[config.mk]
export PLATFORM = sky130hd
export DESIGN_NAME = scm_top
export DESIGN_NICKNAME = d
export VERILOG_FILES = /design/src/verilog/scm_pkg.sv /design/src/verilog/scm_top.sv /design/src/verilog/scm_edge_det.sv
export SDC_FILE = /design/constraint.sdc
export NUM_CORES = 1
export LEC_CHECK = 0
export BUFFER_PORTS_ARGS = -buffer_cell sky130_fd_sc_hd__buf_2
export CAP_MARGIN = 20
export CORE_MARGIN = 10
export CORE_UTILIZATION = 40
export DETAILED_ROUTE_END_ITERATION = 12
export PLACE_DENSITY_LB_ADDON = 0.12
export SETUP_SLACK_MARGIN = 0.5
export SYNTH_ARGS = -nofsm -noshare
export SYNTH_HDL_FRONTEND = slang
export SYNTH_HIERARCHICAL = 1
export SYNTH_SLANG_ARGS = --single-unit
[constraint.sdc]
create_clock -name clk_in -period 1.3 [get_ports clk_in]
set_input_delay 0.195 -clock clk_in [delete_from_list [all_inputs] [get_ports clk_in]]
set_output_delay 0.195 -clock clk_in [all_outputs]
set_load 0.02 [all_outputs]
[src/verilog/scm_pkg.sv]
// constants and carrier types for the serial channel mode/error block
// assumes a single 100 MHz system clock and plain-port software access
package scm_pkg;
  localparam int unsigned scm_reg_width = 8;
  localparam int unsigned scm_parity_enable_bit = 5;
  localparam int unsigned scm_overrun_bit = 4;
  localparam int unsigned scm_parity_underrun_bit = 3;
  localparam int unsigned scm_framing_bit = 2;
  localparam int unsigned scm_clock_edge_bit = 1;
  localparam int unsigned scm_clock_source_bit = 0;
  localparam logic scm_parity_enable_rst = 1'h0;
  localparam logic scm_clock_edge_rst = 1'h0;
  localparam logic scm_clock_source_rst = 1'h0;
  localparam logic scm_flag_rst = 1'h0;

  typedef enum logic [1:0] {
    scm_len_7bit = 2'h0,
    scm_len_8bit = 2'h1,
    scm_len_9bit = 2'h2,
    scm_len_other = 2'h3
  } scm_len_type;

  typedef struct packed {
    logic parity_enable;
    logic clock_edge_select;
    logic clock_source_select;
  } scm_cfg_type;

  typedef struct packed {
    logic overrun_error_flag;
    logic parity_underrun_error_flag;
    logic framing_error_flag;
  } scm_err_type;
endpackage

[src/verilog/scm_top.sv]
// mode, clock selection and sticky error flags of a serial channel
// assumes shift engine supplies one-cycle error pulses and baud ticks
// Operation
// RULE1 - parity enable at bit 5, read/write, turns UART parity on or off
// RULE2 - parity applies only in 7-bit or 8-bit UART data length
// RULE3 - read-only overrun flag at bit 4 set when a character is lost
// RULE4 - bit 3 flags receive parity mismatch or clocked-mode underrun
// RULE5 - read-only framing flag at bit 2 set on missing stop bit
// RULE6 - bit 1 picks rising (0) or falling (1) input clock edge
// RULE7 - software keeps edge select 0 when channel drives its clock out
// RULE8 - bit 0 value 0 takes clocked-mode clock from baud generator
// RULE9 - bit 0 value 1 takes external pin clock on the chosen edge
// RULE10 - error flags clear after a register read; writes leave them
`timescale 1ns/1ps
module scm_top (
  input wire logic clk_in,
  input wire logic rst_in,
  input wire logic wr_en_in,
  input wire logic [7:0] wr_data_in,
  input wire logic rd_en_in,
  output logic [7:0] rd_data_out,
  input wire logic io_mode_in,
  input wire scm_pkg::scm_len_type data_len_in,
  input wire logic overrun_event_in,
  input wire logic parity_event_in,
  input wire logic underrun_event_in,
  input wire logic framing_event_in,
  input wire logic baud_tick_in,
  input wire logic sclk_in,
  output logic sclk_out,
  output logic sclk_oe_n_out,
  output logic parity_active_out,
  output logic shift_tick_out,
  output scm_pkg::scm_cfg_type cfg_out
);
  import scm_pkg::*;

  scm_cfg_type cfg_q;
  scm_cfg_type cfg_d;
  scm_err_type err_q;
  scm_err_type err_d;
  logic [7:0] rd_data_q;
  logic [7:0] rd_data_d;
  logic sclk_q;
  logic sclk_d;
  logic pin_rise;
  logic pin_fall;
  logic [7:0] image;

  //////////////////////////////////////////////////////////////////////
  // register image and software access

  always_comb begin
    image = 8'h00;
    image[scm_parity_enable_bit] = cfg_q.parity_enable;
    image[scm_overrun_bit] = err_q.overrun_error_flag;
    image[scm_parity_underrun_bit] = err_q.parity_underrun_error_flag;
    image[scm_framing_bit] = err_q.framing_error_flag;
    image[scm_clock_edge_bit] = cfg_q.clock_edge_select;
    image[scm_clock_source_bit] = cfg_q.clock_source_select;
  end

  always_comb begin
    cfg_d = cfg_q;
    if (wr_en_in) begin
      cfg_d.parity_enable = wr_data_in[scm_parity_enable_bit]; // RULE1
      cfg_d.clock_edge_select = wr_data_in[scm_clock_edge_bit]; // RULE6
      cfg_d.clock_source_select = wr_data_in[scm_clock_source_bit]; // RULE8
    end
    rd_data_d = rd_en_in ? image : rd_data_q;
    // read clears first, then fresh events set: a read in the same cycle never loses an event
    err_d = err_q;
    if (rd_en_in) begin
      err_d = '0; // RULE10
    end
    if (overrun_event_in) begin
      err_d.overrun_error_flag = 1'h1; // RULE3
    end
    if ((parity_event_in && !io_mode_in) ||
        (underrun_event_in && io_mode_in)) begin
      err_d.parity_underrun_error_flag = 1'h1; // RULE4
    end
    if (framing_event_in) begin
      err_d.framing_error_flag = 1'h1; // RULE5
    end
  end

  always_ff @(posedge clk_in) begin
    if (rst_in) begin
      cfg_q.parity_enable <= scm_parity_enable_rst;
      cfg_q.clock_edge_select <= scm_clock_edge_rst;
      cfg_q.clock_source_select <= scm_clock_source_rst;
      err_q <= {3{scm_flag_rst}};
      rd_data_q <= 8'h00;
    end else begin
      cfg_q <= cfg_d;
      err_q <= err_d;
      rd_data_q <= rd_data_d;
    end
  end

  assign rd_data_out = rd_data_q;
  assign cfg_out = cfg_q;

  //////////////////////////////////////////////////////////////////////
  // parity qualification

  // nine-bit and other lengths use the spare bit for data, not parity
  assign parity_active_out = cfg_q.parity_enable && !io_mode_in &&
    (data_len_in == scm_len_7bit || data_len_in == scm_len_8bit); // RULE2

  //////////////////////////////////////////////////////////////////////
  // serial clock selection

  scm_edge_det scm_edge_det_i (
    .clk_in(clk_in),
    .rst_in(rst_in),
    .sig_in(sclk_in),
    .rise_out(pin_rise),
    .fall_out(pin_fall)
  );

  always_comb begin
    sclk_d = sclk_q;
    if (io_mode_in && !cfg_q.clock_source_select && baud_tick_in) begin
      sclk_d = ~sclk_q;
    end
  end

  always_ff @(posedge clk_in) begin
    if (rst_in) begin
      sclk_q <= 1'h0;
    end else begin
      sclk_q <= sclk_d;
    end
  end

  always_comb begin
    shift_tick_out = baud_tick_in; // RULE8
    if (io_mode_in && cfg_q.clock_source_select) begin
      shift_tick_out = cfg_q.clock_edge_select ? pin_fall : pin_rise; // RULE9
    end
  end

  // driving the clock out relies on edge select being left at zero
  assign sclk_out = sclk_q; // RULE7
  assign sclk_oe_n_out = ~(io_mode_in && !cfg_q.clock_source_select);
endmodule

[src/verilog/scm_edge_det.sv]
// edge detector for a pin already synchronous to the system clock
// assumes sig_in changes only on clk_in edges
`timescale 1ns/1ps
module scm_edge_det (
  input wire logic clk_in,
  input wire logic rst_in,
  input wire logic sig_in,
  output logic rise_out,
  output logic fall_out
);
  logic prev_q;
  logic prev_d;

  always_comb begin
    prev_d = sig_in;
  end

  always_ff @(posedge clk_in) begin
    if (rst_in) begin
      prev_q <= 1'h0;
    end else begin
      prev_q <= prev_d;
    end
  end

  assign rise_out = sig_in & ~prev_q;
  assign fall_out = ~sig_in & prev_q;
endmodule

Yosys cells after proc, flatten, opt, wreduce, memory -nomap -nowiden
Cells that the tools add are included.
{ "op_classes": {"add_sub_neg": 0, "multipliers": 0, "div_mod_pow": 0, "order_cmp": 0, "eq_ne": 1, "shifts": 0, "muxes": 6, "bitwise_logic": 6, "n_reduce_logical": 15} }
{ "ops": {"columns": ["op", "n"], "rows": [
  ["$logic_and 1x1->1", 7],
  ["$reduce_bool 2->1", 3],
  ["$mux 1", 5],
  ["$not 1->1", 4],
  ["$mux 3", 1],
  ["$and 1x1->1", 2],
  ["$eq 2x1->1 const B", 1],
  ["$logic_not 1->1", 2],
  ["$logic_not 2->1", 1],
  ["$logic_or 1x1->1", 2]
]} }
{ "totals": {"ff_bits": 14, "latch_bits": 0, "ramBits": 0, "rom_bits": 0, "inputBits": 21, "output_inout_bits": 15, "elab_cells": 37, "mem_count": 0} }

Logic depth before layout (Yosys ltp)
{ "depth": {"depth_word": 4, "depth_mapped": 3, "depth_no_buf": 3} }

By module
Netlist, hierarchy kept.
{ "modules_own_cells": {"columns": ["module", "instances", "cells_per_inst", "area_each_um2", "seq_area_each_um2"], "rows": [
  ["scm_top", 1, 54, 533.0, 260.2],
  ["scm_edge_det", 1, 4, 38.8, 20.0]
]} }

Worst setup path before layout
No wires, ideal clock.
{ "synth_path": {"path_type": "reg-to-output", "start": "register cfg_q, in the netlist cfg_out[2]", "end": "output port parity_active_out", "t_arrival_ns": 1.014, "t_required_ns": 1.105, "path_slack_ns": 0.091, "path_stages_with_launch": 2, "n_path_buf": 0, "path_cell_list": "dfxtp_1 nor3b_1"} }
{ "synth_via": {"elab_chain_len": 2} }
{ "synth_rtl": {"columns": ["element", "line_no", "rtl"], "rows": [
  ["start, declared", "scm_top.sv:38", "scm_cfg_type cfg_q;"],
  ["start signal, assigned", "scm_top.sv:96", "cfg_q <= cfg_d;"],
  ["$logic_and 1x1->1 (2 in series)", "scm_top.sv:109", "assign parity_active_out = cfg_q.parity_enable && !io_mode_in &&"],
  ["end, declared", "scm_top.sv:32", "output logic parity_active_out,"]
]} }
No other way between the ends.

Final worst setup path
{ "layout_path": {"start": "register scm_edge_det_i.prev_q", "end": "output port shift_tick_out"} }
{ "layout_via": {"word_cells_on_any_way": 5, "classes_between": "2 x mux; 3 x bitwise"} }
{ "layout_lines": {"columns": ["element", "line_no", "rtl"], "rows": [
  ["start, declared", "scm_edge_det.sv:11", "logic prev_q;"],
  ["start signal, assigned", "scm_edge_det.sv:22", "prev_q <= prev_d;"],
  ["$and 1x1->1", "scm_edge_det.sv:27", "assign fall_out = ~sig_in & prev_q;"],
  ["net pin_fall", "scm_top.sv:47", "logic pin_fall;"],
  ["$mux 1", "scm_top.sv:141", "shift_tick_out = cfg_q.clock_edge_select ? pin_fall : pin_rise;"],
  ["$mux 1", "scm_top.sv:140", "if (io_mode_in && cfg_q.clock_source_select) begin"],
  ["end, declared", "scm_top.sv:33", "output logic shift_tick_out,"]
]} }
The timed path passes the listed nets, and every way through them passes these cells.

==> summary.txt <==
STA
  – Final hold vios: 0
  – Final setup vio count: 1
  – Final period utilization: 1.031
  – Fmax: about 750 MHz
  – Clock Skews: between 0.004 and 0.005 ns
  – PnR worst setup slack: -0.04019 ns
  – Setup tns final: -0.04019 ns
  – Tmin final: 1.340 ns
  – Fin Hold WS: 0.1436 ns
  – RSZ-0062 raised after global routing: true
  – Final Max Slew Viols: 0

Logic synthesis
  – Count leader, synth: dfxtp_1
  – YS warnings: 6
  – Area leader, netlist: dfxtp_1
  – Most instantiated cells after synthesis: 14 x dfxtp_1, 11 x mux2i_1, 10 x nor2_1
  – Synth Flop Type: dfxtp_1
  – Gate Count Post-Synth: 58
  – Mapped cell area: ~570 µm²
  – Sequential share of the synthesized area: 0.4902
  – Synthesized area per cell: 9.859 µm²
  – Synth top area cells: dfxtp_1 49%, mux2i_1 19%, nor2_1 6.6%, nor2b_1 4.4%, a21oi_1 3.5%
  – Yosys cell types: 15
  – Yosys top cell area share: 0.4902
  – Fraction of registers with async set or reset after synthesis: 0
  – Number of synthesized register bits: 14
  – Post-synth EDFFs: 0

Critical path
  – Worst stage delay on the critical path: 0.33 ns
  – Reg2Reg Depth: 2
  – Capturing point of the worst reg2reg path: sclk_out
  – Crit end category: primary output
  – CP Class: flop to primary output
  – CP Cell Sequence: nor2b_4 -> mux2i_2 -> a31oi_2 -> buf_4
  – Startpoint types: flop
  – Flop-to-flop setup slack: 0.35 ns
  – Crit path DAT: 1.15 ns
  – Worst Path Required: 1.11 ns
  – Delay-heaviest family, CP: flip-flops
  – Crit Path Max Fanout: 2
  – Worst reg2reg path startpoint: cfg_out[0]
  – Crit-path slowest cell: dfxtp_2
  – Worst Path Buf+Inv: 1

CTS
  – Clock root cell: clkbuf_4
  – Skew-Pair Late Insertion Delay: 0.28 ns
  – CTS sink count: 14
  – Hold buffer count at CTS: 0
  – CTS tree: yes
  – Num CTS Buffers: 3
  – Htree depth: 1
  – CTS clock-pin slew for the worst setup and hold paths: 0.09 ns
  – Longest Clk Path Bufs: 2

Floorplan
  – Core area: 1318 µm²
  – Row count: 13
  – Die Ht: about 58 µm
  – Die Wd: just under 60 µm
  – Full die area: 3342 µm²
  – IO Pins: 36
  – Initial Util: 0.4340

GRT
  – Vias in the first global route: 546
  – Tot GR Track Use: 0.09083
  – Antenna violations before repair: 0
  – First-pass GRT wire length: 2456 µm
  – GR Overflow Total: 0
  – Largest net degree at the start of global routing: 16

Pwr
  – Power per cell area: 1066 nW/µm²
  – VDD IR max: 0.7176 mV
  – Final Power: 0.9821 mW
  – Static leakage: about 0.45 nW

Min path
  – Hold endpoint: err_q[2]
  – Worst min path class: input port to flop
  – Hold path start: overrun_event_in
  – Hold Path Depth: 3

Final layout
  – Fin area: 920.9 µm²
  – Layout Nets: 113
  – Share of layout cells above drive strength 1: 0.5934
  – Number of diodes: 0
  – Area Overhead vs Synth: 61.05%
  – Post-layout util: 0.6990

Place
  – Final GP Congestion: 0.6777
  – Area after DPL: 730.7 µm²
  – Hpwl dp: 1049 µm
  – I/O Buffers: 27

Drt
  – Post-route DRC: 0
  – Wire per inst: 14.23 µm
  – Via Count: 500
  – Drt first pass iters: 4
  – Remaining antenna violation count: 0
  – DR vias/cell: 4.717
  – Total Routed Length: 1508 µm
  – Number of DRC markers in iteration 0: 8

Run status
  – Status: complete, but fails checks
  – Failing checks: setup timing

Job
  – Max_cap viols: 0
metrics by stage:
step	cells	worst slack, ns
3_5_place_dp	97	0.2571
2_1_floorplan	59	0.3083
5_1_grt	106	-0.07937
4_1_cts	104	-0.05374
3_3_place_gp	97	0.2739
6_report	106	-0.04019
how the worst max path moves through the flow:
stage | start | to | slack [ns] | depth (start not counted)
after floorplan | scm_edge_det_i/prev_q | shift_tick_out | 0.31 | 3
after global placement | sclk_in | shift_tick_out | 0.27 | 5
after detailed placement | scm_edge_det_i/prev_q | shift_tick_out | 0.26 | 4
after CTS | scm_edge_det_i/prev_q | shift_tick_out | -0.05 | 4
after global routing | scm_edge_det_i/prev_q | shift_tick_out | -0.08 | 4
final | scm_edge_det_i/prev_q | shift_tick_out | -0.04 | 4
flip-flops by register name, summed over array words and instances (netlist names):
name,flops
cfg_out,3
err_q,3
rd_data_out,6
scm_edge_det_i/prev_q,1
sclk_out,1
cell usage in the layout (no fill, tap or decap), types with 3 or more instances in the layout:
cell	n
buf_4	3
a21oi_1	4
nor2_1	10
mux2i_1	10
buf_2	14
nand2b_1	3
dfxtp_1	3
buf_6	15
dfxtp_2	9
clkbuf_4	3
power breakdown:
group | switching, mW | total, mW | internal (mW)
clock | 0.142 | 0.312 | 0.170
sequential | 0.0184 | 0.472 | 0.454
combinational | 0.0913 | 0.197 | 0.106
logic make-up (layout without fill, tap and decap cells):
logic type      count (synthesis)  after routing  synth area share
buf+inv                         6             38           0.05689
other cells                     1              2          0.006558
mux                            12             12            0.2188
compound gates                  5              5           0.04596
simple gates                   20             20            0.1816
flops                          14             14            0.4902
repair_timing:
item,CTS,global route
setup buffers,3,2
endpoints found under the hold margin,0,0
pin swaps,1,3
endpoints found under the setup margin,14,17
gates resized for setup,35,7
layout make-up:
cell class                      count  area [µm²]
Multi-Input combinational cell     39       297.8
Fill cell                         110       396.6
Sequential cell                    14       299.0
Timing Repair Buffer               32       261.5
Tap cell                           15       18.77
Inverter                            2       7.507
Clock buffer                        4       36.28
metal layers:
layer,vias to the layer above,wire length (µm),track usage
li1,251,-,-
met1,229,627,0.09658
met2,18,716,0.1411
met3,2,154,0.05447
met4,0,10,0.04027
met5,-,0,0
tightest hold or removal path, cell delays in order:
cell	delay, ns
buf_2	0.09
inv_1	0.04
a21oi_1	0.05
No activity file was read; power rests on OpenSTA's default activity.
